### src/logic/dac_serial_consts.svh
// Constants for the dual converter serial input block
// What this block does
// - Frame sync low starts a write; each falling serial clock shifts one bit
// - Word is applied on the 16th falling edge while frame sync stays low
// - Frame sync rising before the 16th edge discards the partial word
// - Word carries channel select, mode, power-down and a 12-bit code
// - Two-bit mode chooses load only, update of a single channel, simultaneous update of both, or power-down
// - After reset both outputs hold code zero until a complete write
// - Power-down selectable by the word with three termination options
`ifndef DAC_SERIAL_CONSTS_SVH
`define DAC_SERIAL_CONSTS_SVH

`define WORD_BITS 16
`define CODE_BITS 12
`define BIT_COUNT_W 5
`define FRAME_LAST_BIT 5'h0F

`define PIN_RESET 3'h6

`define REG_CTRL 4'h0
`define REG_CHAN_A 4'h4
`define REG_CHAN_B 4'h8
`define REG_STATUS 4'hC
`define CTRL_LINK_EN 0
`define CTRL_RESET 1'h1
`define CODE_RESET 12'h000
`define CNT_RESET 8'h00

`define RESP_OKAY 2'h0
`define RESP_SLVERR 2'h2

`endif

### src/logic/dac_serial_pkg.sv
// Types for the dual converter serial input block
package dac_serial_pkg;

   typedef enum logic [1:0] {
      MODE_LOAD = 2'h0,
      MODE_UPDATE_ONE = 2'h1,
      MODE_UPDATE_BOTH = 2'h2,
      MODE_POWER_DOWN = 2'h3
   } dac_mode_t;

   typedef struct packed {
      dac_mode_t mode;
      logic [1:0] sel;
      logic [11:0] code;
   } dac_word_t;

   typedef enum logic [2:0] {
      LINK_IDLE = 3'h1,
      LINK_SHIFT = 3'h2,
      LINK_DONE = 3'h4
   } link_state_t;

   typedef struct packed {
      logic [7:0] aborted;
      logic [7:0] applied;
      logic [11:0] spare;
      logic busy;
      logic powerDown;
      logic [1:0] termination;
   } dac_status_t;

endpackage

### src/logic/dual_dac_serial_input.sv
// Serial input logic of a dual 12-bit converter with AXI4-Lite status port
`include "dac_serial_consts.svh"

module dual_dac_serial_input
   import dac_serial_pkg::*;
(
   input wire logic core_clk,
   input wire logic reset_n,
   input wire logic linkClk,
   input wire logic frameSync_n,
   input wire logic serialData,
   output logic [11:0] channel_a_output,
   output logic [11:0] channel_b_output,
   output logic powerDown,
   output logic [1:0] pdTermination,
   input wire logic [3:0] s_axi_awaddr,
   input wire logic s_axi_awvalid,
   output logic s_axi_awready,
   input wire logic [31:0] s_axi_wdata,
   input wire logic [3:0] s_axi_wstrb,
   input wire logic s_axi_wvalid,
   output logic s_axi_wready,
   output logic [1:0] s_axi_bresp,
   output logic s_axi_bvalid,
   input wire logic s_axi_bready,
   input wire logic [3:0] s_axi_araddr,
   input wire logic s_axi_arvalid,
   output logic s_axi_arready,
   output logic [31:0] s_axi_rdata,
   output logic [1:0] s_axi_rresp,
   output logic s_axi_rvalid,
   input wire logic s_axi_rready
);

   // ----------------------------------------------------------------
   // Reset release
   // ----------------------------------------------------------------
   logic [1:0] rstPipe;
   logic rstN;
   always_ff @(posedge core_clk or negedge reset_n) begin
      if (!reset_n) rstPipe <= 2'h0;
      else rstPipe <= {rstPipe[0], 1'b1};
   end
   assign rstN = rstPipe[1];

   // ----------------------------------------------------------------
   // Pin sampling, three stages, change taken once stages two and three agree
   // ----------------------------------------------------------------
   logic [2:0] pinS1, pinS2, pinS3, pinF, pinPrev;
   logic [2:0] pinRaw, pinAgree;
   assign pinRaw = {linkClk, frameSync_n, serialData};
   assign pinAgree = ~(pinS2 ^ pinS3);
   always_ff @(posedge core_clk or negedge rstN) begin
      if (!rstN) begin
         pinS1 <= `PIN_RESET;
         pinS2 <= `PIN_RESET;
         pinS3 <= `PIN_RESET;
         pinF <= `PIN_RESET;
         pinPrev <= `PIN_RESET;
      end else begin
         pinS1 <= pinRaw;
         pinS2 <= pinS1;
         pinS3 <= pinS2;
         pinF <= (pinAgree & pinS3) | (~pinAgree & pinF);
         pinPrev <= pinF;
      end
   end

   logic sclkFall, syncLow, syncFall, syncRise, dinF;
   assign sclkFall = pinPrev[2] & ~pinF[2];
   assign syncLow = ~pinF[1];
   assign syncFall = pinPrev[1] & ~pinF[1];
   assign syncRise = ~pinPrev[1] & pinF[1];
   assign dinF = pinF[0];

   // ----------------------------------------------------------------
   // Frame engine
   // ----------------------------------------------------------------
   link_state_t state, next_state;
   logic [`BIT_COUNT_W-1:0] bitCount;
   logic [`WORD_BITS-1:0] shiftReg;
   logic linkEnable;
   logic takeBit, lastBit, abortFrame;
   dac_word_t fullWord;

   assign takeBit = (state == LINK_SHIFT) && syncLow && sclkFall;
   assign lastBit = takeBit && (bitCount == `FRAME_LAST_BIT);
   assign abortFrame = (state == LINK_SHIFT) && !syncLow;
   assign fullWord = dac_word_t'({shiftReg[`WORD_BITS-2:0], dinF});

   always_comb begin
      next_state = state;
      case (state)
         LINK_IDLE: if (syncFall && linkEnable) next_state = LINK_SHIFT;
         LINK_SHIFT: begin
            if (abortFrame) next_state = LINK_IDLE;
            else if (lastBit) next_state = LINK_DONE;
         end
         LINK_DONE: if (!syncLow) next_state = LINK_IDLE;
         default: next_state = LINK_IDLE;
      endcase
   end

   always_ff @(posedge core_clk or negedge rstN) begin
      if (!rstN) begin
         state <= LINK_IDLE;
         bitCount <= '0;
         shiftReg <= '0;
      end else begin
         state <= next_state;
         if (state == LINK_IDLE) bitCount <= '0;
         else if (takeBit) bitCount <= bitCount + 5'h01;
         if (takeBit) shiftReg <= {shiftReg[`WORD_BITS-2:0], dinF};
      end
   end

   // ----------------------------------------------------------------
   // Word decode and converter registers
   // ----------------------------------------------------------------
   logic [11:0] holdA, holdB;
   logic loadA, loadB, updA, updB, enterPd, leavePd;
   assign loadA = lastBit && fullWord.mode != MODE_POWER_DOWN && !fullWord.sel[1];
   assign loadB = lastBit && fullWord.mode != MODE_POWER_DOWN && fullWord.sel[1];
   assign updA = lastBit && ((fullWord.mode == MODE_UPDATE_ONE && !fullWord.sel[1])
                 || fullWord.mode == MODE_UPDATE_BOTH);
   assign updB = lastBit && ((fullWord.mode == MODE_UPDATE_ONE && fullWord.sel[1])
                 || fullWord.mode == MODE_UPDATE_BOTH);
   assign enterPd = lastBit && fullWord.mode == MODE_POWER_DOWN && fullWord.sel != 2'h0;
   assign leavePd = lastBit && (updA || updB
                    || (fullWord.mode == MODE_POWER_DOWN && fullWord.sel == 2'h0));

   always_ff @(posedge core_clk or negedge rstN) begin
      if (!rstN) begin
         holdA <= `CODE_RESET;
         holdB <= `CODE_RESET;
         channel_a_output <= `CODE_RESET;
         channel_b_output <= `CODE_RESET;
         powerDown <= 1'b0;
         pdTermination <= 2'h0;
      end else begin
         if (loadA) holdA <= fullWord.code;
         if (loadB) holdB <= fullWord.code;
         if (updA) channel_a_output <= loadA ? fullWord.code : holdA;
         if (updB) channel_b_output <= loadB ? fullWord.code : holdB;
         if (enterPd) begin
            powerDown <= 1'b1;
            pdTermination <= fullWord.sel;
         end else if (leavePd) begin
            powerDown <= 1'b0;
         end
      end
   end

   // ----------------------------------------------------------------
   // Frame counters
   // ----------------------------------------------------------------
   logic [7:0] appliedCount, abortedCount;
   always_ff @(posedge core_clk or negedge rstN) begin
      if (!rstN) begin
         appliedCount <= `CNT_RESET;
         abortedCount <= `CNT_RESET;
      end else begin
         if (lastBit) appliedCount <= appliedCount + 8'h01;
         if (abortFrame) abortedCount <= abortedCount + 8'h01;
      end
   end

   // ----------------------------------------------------------------
   // AXI4-Lite slave
   // ----------------------------------------------------------------
   logic [3:0] awAddr;
   logic [31:0] wData;
   logic [3:0] wStrb;
   logic awHeld, wHeld, doWrite, awTake, wTake, arTake;
   logic wrMapped, rdMapped;
   logic [31:0] rdValue;
   dac_status_t statusWord;

   assign awTake = s_axi_awvalid && s_axi_awready;
   assign wTake = s_axi_wvalid && s_axi_wready;
   assign arTake = s_axi_arvalid && s_axi_arready;
   assign doWrite = awHeld && wHeld && !s_axi_bvalid;
   assign wrMapped = awAddr == `REG_CTRL || awAddr == `REG_CHAN_A
                     || awAddr == `REG_CHAN_B || awAddr == `REG_STATUS;
   assign rdMapped = s_axi_araddr == `REG_CTRL || s_axi_araddr == `REG_CHAN_A
                     || s_axi_araddr == `REG_CHAN_B || s_axi_araddr == `REG_STATUS;
   assign statusWord = '{aborted: abortedCount, applied: appliedCount, spare: 12'h000,
                         busy: state != LINK_IDLE, powerDown: powerDown, termination: pdTermination};
   assign rdValue = (s_axi_araddr == `REG_CTRL) ? {31'h00000000, linkEnable} :
                    (s_axi_araddr == `REG_CHAN_A) ? {4'h0, holdA, 4'h0, channel_a_output} :
                    (s_axi_araddr == `REG_CHAN_B) ? {4'h0, holdB, 4'h0, channel_b_output} :
                    (s_axi_araddr == `REG_STATUS) ? 32'(statusWord) : 32'h00000000;

   always_ff @(posedge core_clk or negedge rstN) begin
      if (!rstN) begin
         awHeld <= 1'b0;
         wHeld <= 1'b0;
         awAddr <= 4'h0;
         wData <= 32'h00000000;
         wStrb <= 4'h0;
         s_axi_awready <= 1'b1;
         s_axi_wready <= 1'b1;
         s_axi_bvalid <= 1'b0;
         s_axi_bresp <= `RESP_OKAY;
         linkEnable <= `CTRL_RESET;
      end else begin
         if (awTake) begin
            awHeld <= 1'b1;
            awAddr <= s_axi_awaddr;
            s_axi_awready <= 1'b0;
         end
         if (wTake) begin
            wHeld <= 1'b1;
            wData <= s_axi_wdata;
            wStrb <= s_axi_wstrb;
            s_axi_wready <= 1'b0;
         end
         if (doWrite) begin
            awHeld <= 1'b0;
            wHeld <= 1'b0;
            s_axi_bvalid <= 1'b1;
            s_axi_bresp <= wrMapped ? `RESP_OKAY : `RESP_SLVERR;
            if (awAddr == `REG_CTRL && wStrb[0]) linkEnable <= wData[`CTRL_LINK_EN];
         end
         if (s_axi_bvalid && s_axi_bready) begin
            s_axi_bvalid <= 1'b0;
            s_axi_awready <= 1'b1;
            s_axi_wready <= 1'b1;
         end
      end
   end

   always_ff @(posedge core_clk or negedge rstN) begin
      if (!rstN) begin
         s_axi_arready <= 1'b1;
         s_axi_rvalid <= 1'b0;
         s_axi_rdata <= 32'h00000000;
         s_axi_rresp <= `RESP_OKAY;
      end else if (arTake) begin
         s_axi_arready <= 1'b0;
         s_axi_rvalid <= 1'b1;
         s_axi_rdata <= rdValue;
         s_axi_rresp <= rdMapped ? `RESP_OKAY : `RESP_SLVERR;
      end else if (s_axi_rvalid && s_axi_rready) begin
         s_axi_rvalid <= 1'b0;
         s_axi_arready <= 1'b1;
      end
   end

   logic everApplied;
   always_ff @(posedge core_clk or negedge rstN) begin
      if (!rstN) everApplied <= 1'b0;
      else if (lastBit) everApplied <= 1'b1;
   end
endmodule

### config.mk
export PLATFORM = sky130hd
export DESIGN_NAME = dual_dac_serial_input
export DESIGN_NICKNAME = d
export VERILOG_FILES = /design/src/logic/dac_serial_pkg.sv /design/src/logic/dual_dac_serial_input.sv
export VERILOG_INCLUDE_DIRS = /design/src /design/src/logic
export SDC_FILE = /design/constraint.sdc
export NUM_CORES = 1
export LEC_CHECK = 0
export BUFFER_PORTS_ARGS = -buffer_cell sky130_fd_sc_hd__buf_2
export CORE_ASPECT_RATIO = 2
export CORE_MARGIN = 3
export CORE_UTILIZATION = 35
export DETAILED_ROUTE_END_ITERATION = 8
export PLACE_DENSITY = 0.57
export REMOVE_ABC_BUFFERS = 1
export SLEW_MARGIN = 20
export SYNTH_ARGS = -nofsm -noshare
export SYNTH_HDL_FRONTEND = slang
export SYNTH_SLANG_ARGS = --single-unit
### constraint.sdc
create_clock -name core_clk -period 4.4 [get_ports core_clk]
set_input_delay 0.22 -clock core_clk [delete_from_list [all_inputs] [get_ports core_clk]]
set_output_delay 0.22 -clock core_clk [all_outputs]
set_load 0.005 [all_outputs]
# ---- Yosys cells after proc, flatten, opt, wreduce, memory -nomap -nowiden
# Cells that the tools add are included.
dict set report classes {
  addsub 3
  n_mul 0
  n_div 0
  n_lt_le_gt_ge 0
  eq_ne 18
  shifts 0
  mux 31
  n_bitwise 10
  reduce_logical 50
}
# op n
set ops {}
lappend ops {{$mux 32} 4}
lappend ops {{$logic_and 1x1->1} 24}
lappend ops {{$mux 12} 2}
lappend ops {{$reduce_bool 2->1} 9}
lappend ops {{$add 8x1->8 const B} 2}
lappend ops {{$eq 4x4->1 const B} 4}
lappend ops {{$mux 1} 16}
lappend ops {{$mux 3} 4}
lappend ops {{$logic_or 1x1->1} 10}
lappend ops {{$mux 5} 2}
lappend ops {{$pmux 3 s3} 1}
lappend ops {{$eq 4x3->1 const B} 2}
lappend ops {{$logic_not 4->1} 2}
lappend ops {{$and 3x3->3} 2}
lappend ops {{$ne 2x2->1 const B} 3}
lappend ops {{$not 3->3} 2}
lappend ops {{$add 5x1->5 const B} 1}
lappend ops {{$eq 5x4->1 const B} 1}
lappend ops {{$eq 2x2->1 const B} 2}
lappend ops {{$mux 2} 2}
lappend ops {{$eq 3x1->1 const B} 1}
lappend ops {{$eq 3x2->1 const B} 1}
lappend ops {{$eq 3x3->1 const B} 1}
lappend ops {{$ne 3x1->1 const B} 1}
lappend ops {{other kinds (10)} 13}
dict set report totals {
  register_bits 157
  latch_bits 0
  mem_bits_rw 0
  mem_bits_ro 0
  inputBits 54
  output_inout_bits 68
  word_cells 143
  memories 0
}

# ---- Logic depth before layout (Yosys ltp)
dict set report depth {
  word_depth 10
  depth_mapped 8
  ltp_nobuf 6
}

# ---- Worst setup path after synthesis
# Ideal clock, no wire load.
dict set report synth_timing {
  path_type {reg2reg}
  start {register bitCount[0]}
  end {register holdA[10]}
  setup_ns 0.125
  arrival_time_ns 1.833
  t_required_ns 4.275
  path_slack_ns 2.442
  path_stages_with_launch 8
  path_buffers 1
  synth_period_minus_slack_ns 1.958
  cell_sequence {dfrtp_1 ha_1 and3_1 ha_1 and4bb_2 nand3_1 buf_2 mux2_2}
}
dict set report synth_between {
  elab_chain_len 5
}
# item line_no
set synth_lines {}
lappend synth_lines {{start: declaration} dual_dac_serial_input.sv:80} ;# logic [`BIT_COUNT_W-1:0] bitCount;
lappend synth_lines {{start signal: assignment} dual_dac_serial_input.sv:112} ;# else if (takeBit) bitCount <= bitCount + 5'h01;
lappend synth_lines {{$eq 5x4->1 (no line)} n/a}
lappend synth_lines {{$logic_and 1x1->1} dual_dac_serial_input.sv:87} ;# assign lastBit = takeBit && (bitCount == `FRAME_LAST_BIT);
lappend synth_lines {{$logic_and 1x1->1 (2 in series)} dual_dac_serial_input.sv:122} ;# assign loadA = lastBit && fullWord.mode != MODE_POWER_DOWN && !fullWord.sel[1];
lappend synth_lines {{$mux 12} n/a}
lappend synth_lines {{end signal: assignment} dual_dac_serial_input.sv:134} ;# holdA <= `CODE_RESET;
lappend synth_lines {{end signal: assignment} dual_dac_serial_input.sv:141} ;# if (loadA) holdA <= fullWord.code;
lappend synth_lines {{end: declaration} dual_dac_serial_input.sv:120} ;# logic [11:0] holdA, holdB;
# No other way between the ends.
# A chain may end at the register's enable or synchronous reset.

# ---- Worst setup path in the final report
dict set report layout_timing {
  start {register bitCount[0]}
  end {register channel_a_output[8]}
}
dict set report layout_between {
  elab_chain_len 5
  word_cells_on_any_way 6
  classes_between {eq/ne: 1; mux: 1; reduce/logical: 4}
}
# item line_no
set layout_lines {}
lappend layout_lines {{$eq 5x4->1 (no line) (*)} n/a}
lappend layout_lines {{$logic_and 1x1->1 (*)} dual_dac_serial_input.sv:87}
lappend layout_lines {{$logic_and 1x1->1 (2 in series)} dual_dac_serial_input.sv:122}
lappend layout_lines {{$mux 12} dual_dac_serial_input.sv:143} ;# if (updA) channel_a_output <= loadA ? fullWord.code : holdA;
lappend layout_lines {{end signal: assignment} dual_dac_serial_input.sv:136} ;# channel_a_output <= `CODE_RESET;
lappend layout_lines {{end signal: assignment} dual_dac_serial_input.sv:143}
lappend layout_lines {{end: declaration} dual_dac_serial_input.sv:12} ;# output logic [11:0] channel_a_output,
# Every way passes the cells marked *; elsewhere a longest branch is shown, timed or not.

==> flow_summary.toml <==
[outcome]
status = "completed"

[logic_synthesis]
synth_area_um2 = 6660
synth_top_area_share = 0.507
synth_area_leaders = "dfrtp_1, mux2_2, dfstp_2, a22o_1, mux2i_1"
yosysWarningCount = 0
synth_ff_type = "dfrtp_1"
netlist_instances = 510
ys_async_sr_fraction = 1.00
synth.avg_cell_area_um2 = 13.1
synth_edf_count = 0
synth_seq_cells = 150
synth_cell_type_count = 57
seq_area_frac_synth = 0.567
synth_largest_area_cell = "dfrtp_1"

[route]
routed_wl_um = 16500
avgViaCountPerCell = 5.15
via_count = 4414
first_iter_violations = 195
dr.pass1.iters = 4
ant_nets = 0
drc = 0
routedWlPerCell_um = 19.3

[layout]
drive_gt1_frac = 0.402
antenna_cells = 0
post-route-util = 0.428
area_delta_synth_final_pct = 18.7
postLayoutCellArea_um2 = 7900
nNetsFinal = 650

[global_routing]
overflow = 0
antenna_found_initial = 0
grt_pass1_wl_um = 26300
grt_usage = 0.164
grt_pass1_vias = 4804
grt_max_degree = 149

[critical_path]
cp-end-kind = "flip-flop"
start_kind = "flip-flop"
crit_type = "flip-flop to flip-flop"
arrival_ns = 3.35
crit_fanout = 12
critPathRequiredTime_ns = 4.70

[cts]
cts_setup_buffers = 0
clk_latency_ns = 0.42
root_buffer = "clkbuf_16"
cts_buffer_depth = 2
cts_tree = "built"
clk_pin_slew_ns = 0.06
cts.sinks = 150
htree_levels = 4
numCtsBuffers = 17

[power]
ir_worst_vdd_mv = 0.286
power_mw = 3.23
p_leak_nw = 3.84
power.density_nw_per_um2 = 408

[flow_run]
max-cap-violations = 0

[placed_design]
dp_hpwl_um = 11200
globalplace.congestion = 0.760
place_ws_ns = 1.35
io_buffers = 81
placed_area_um2 = 7260

[die]
io_pins = 122
rows = 70
die_h_um = 201
die_area_um2 = 20800
core-area_um2 = 18500
initial_core_util = 0.360
die_w_um = 104

[hold_path]
hold_class = "primary input to flip-flop"

[sta]
maxSlewViolCount = 0
setup_violations = 0
finalCritPeriodShare = 0.693
fmax_mhz = 328
fin_crit_ns = 3.05
worstMarginPinSlew_ns = 1.05
relSlewSlack = 0.296
fin_skew_ns = 0.00933
setup_ws_ns = 1.35
rsz0062_at_grt = "no"
hold_viol = 0
[final timing paths]
kind	startpoint	end	slack (ns)	cells after the start
worst min register to register	pinS1[0]	pinS2[0]	0.35	0
max in group asynchronous	rstPipe[1]	s_axi_rdata[7]	3.32	1
worst max-delay path	bitCount[0]	channel_a_output[8]	1.35	6
worst min-delay path	s_axi_awaddr[2]	awAddr[2]	0.03	2
worst max register to register	bitCount[0]	channel_a_output[8]	1.35	6
min in group asynchronous	reset_n	rstPipe[1]	0.11	2
[stage by stage]
step / cells / TNS [ns] / hold slack [ns]
2_1_floorplan: 480 / -8.33 / -0.0756
3_3_place_gp: 817 / 0 / 0.00392
3_5_place_dp: 817 / 0 / 0.00592
4_1_cts: 857 / 0 / 0.0137
5_1_grt: 857 / 0 / 0.0190
6_report: 857 / 0 / 0.0311
[flip-flops by register name, summed over array words and instances, names as in the netlist, 8 cells and up, named ones only]
name	flops
abortedCount	8
appliedCount	8
channel_a_output	12
channel_b_output	12
holdA	12
holdB	12
s_axi_rdata	28
shiftReg	15
[power breakdown]
group	internal, mW	leakage [nW]	total (mW)	switching, mW
Clock	0.835	0.275	1.41	0.573
Combinational	0.122	1.56	0.266	0.144
Sequential	1.49	2.00	1.55	0.0652
Total	2.44	3.84	3.23	0.782
[cell usage after synthesis (all sizes together) (2+ instances only)]
cell and instances:
a22o 18, nor2b 2, buf 23, a22oi 9, a211oi 4, and4bb 3, nand2b 5, nand3 13
inv 7, clkbuf 12, dfrtp 135, mux2i 15, nor3b 3, xor2 8, and3 4, nand4 6
nand4bb 2, maj3 3, conb 2, xnor2 6, dfstp 15, o22ai 13, nor4 4, nand4b 2
nor2 8, a21oi 8, mux2 96, o211ai 2, o21ai 17, or3b 4, ha 4, nand2 22
nor3 17, o31ai 5
[critical path, stage by stage (launching register included)]
cell	delay, ns
dfrtp_1	0.39
ha_1	0.17
and3_1	0.16
ha_1	0.16
nand4bb_1	0.61
a211oi_4	1.00
mux2_2	0.42
[cell usage in the layout, fill, tap and decap left out, types with 15 or more instances in the layout]
cell type,instances
o21ai_0,16
nand2_1,21
dfrtp_1,134
dfstp_2,15
mux2i_1,15
mux2_2,96
nor3_1,17
a22o_1,18
buf_2,81
clkbuf_16,17
[area by class of cell]
| cell class | count | area, um^2 |
|---|---|---|
| Clock buffer | 20 | 437 |
| Sequential cell | 150 | 3780 |
| Multi-Input combinational cell | 323 | 2690 |
| Inverter | 7 | 26.3 |
| Tap cell | 252 | 315 |
| Clock inverter | 12 | 130 |
| Fill cell | 1743 | 10600 |
| Timing Repair Buffer | 93 | 528 |
[cells by family after synthesis]
group / count (synthesis) / synth area share
adder cells (fa/ha/maj): 7 / 0.0120
AO/OA/AOI/OAI: 83 / 0.0896
flip-flops: 150 / 0.567
buffers and inverters: 42 / 0.0333
XOR/XNOR: 14 / 0.0184
other: 2 / 0.00113
AND/OR/NAND/NOR: 100 / 0.0906
multiplexers: 112 / 0.188
[per-layer routing]
layer	GRT usage	up-vias	wire length, um
met2	0.300	97	9050
met3	0.0360	39	567
met1	0.171	2253	6250
met4	0.0922	0	677
met5	0	-	0
li1	-	2025	-
[timing repair]
action,CTS,global route
endpoints found under the hold margin,9,0
gates resized for setup,0,0
hold buffers,8,0
Power figures use the tool's default switching activity.
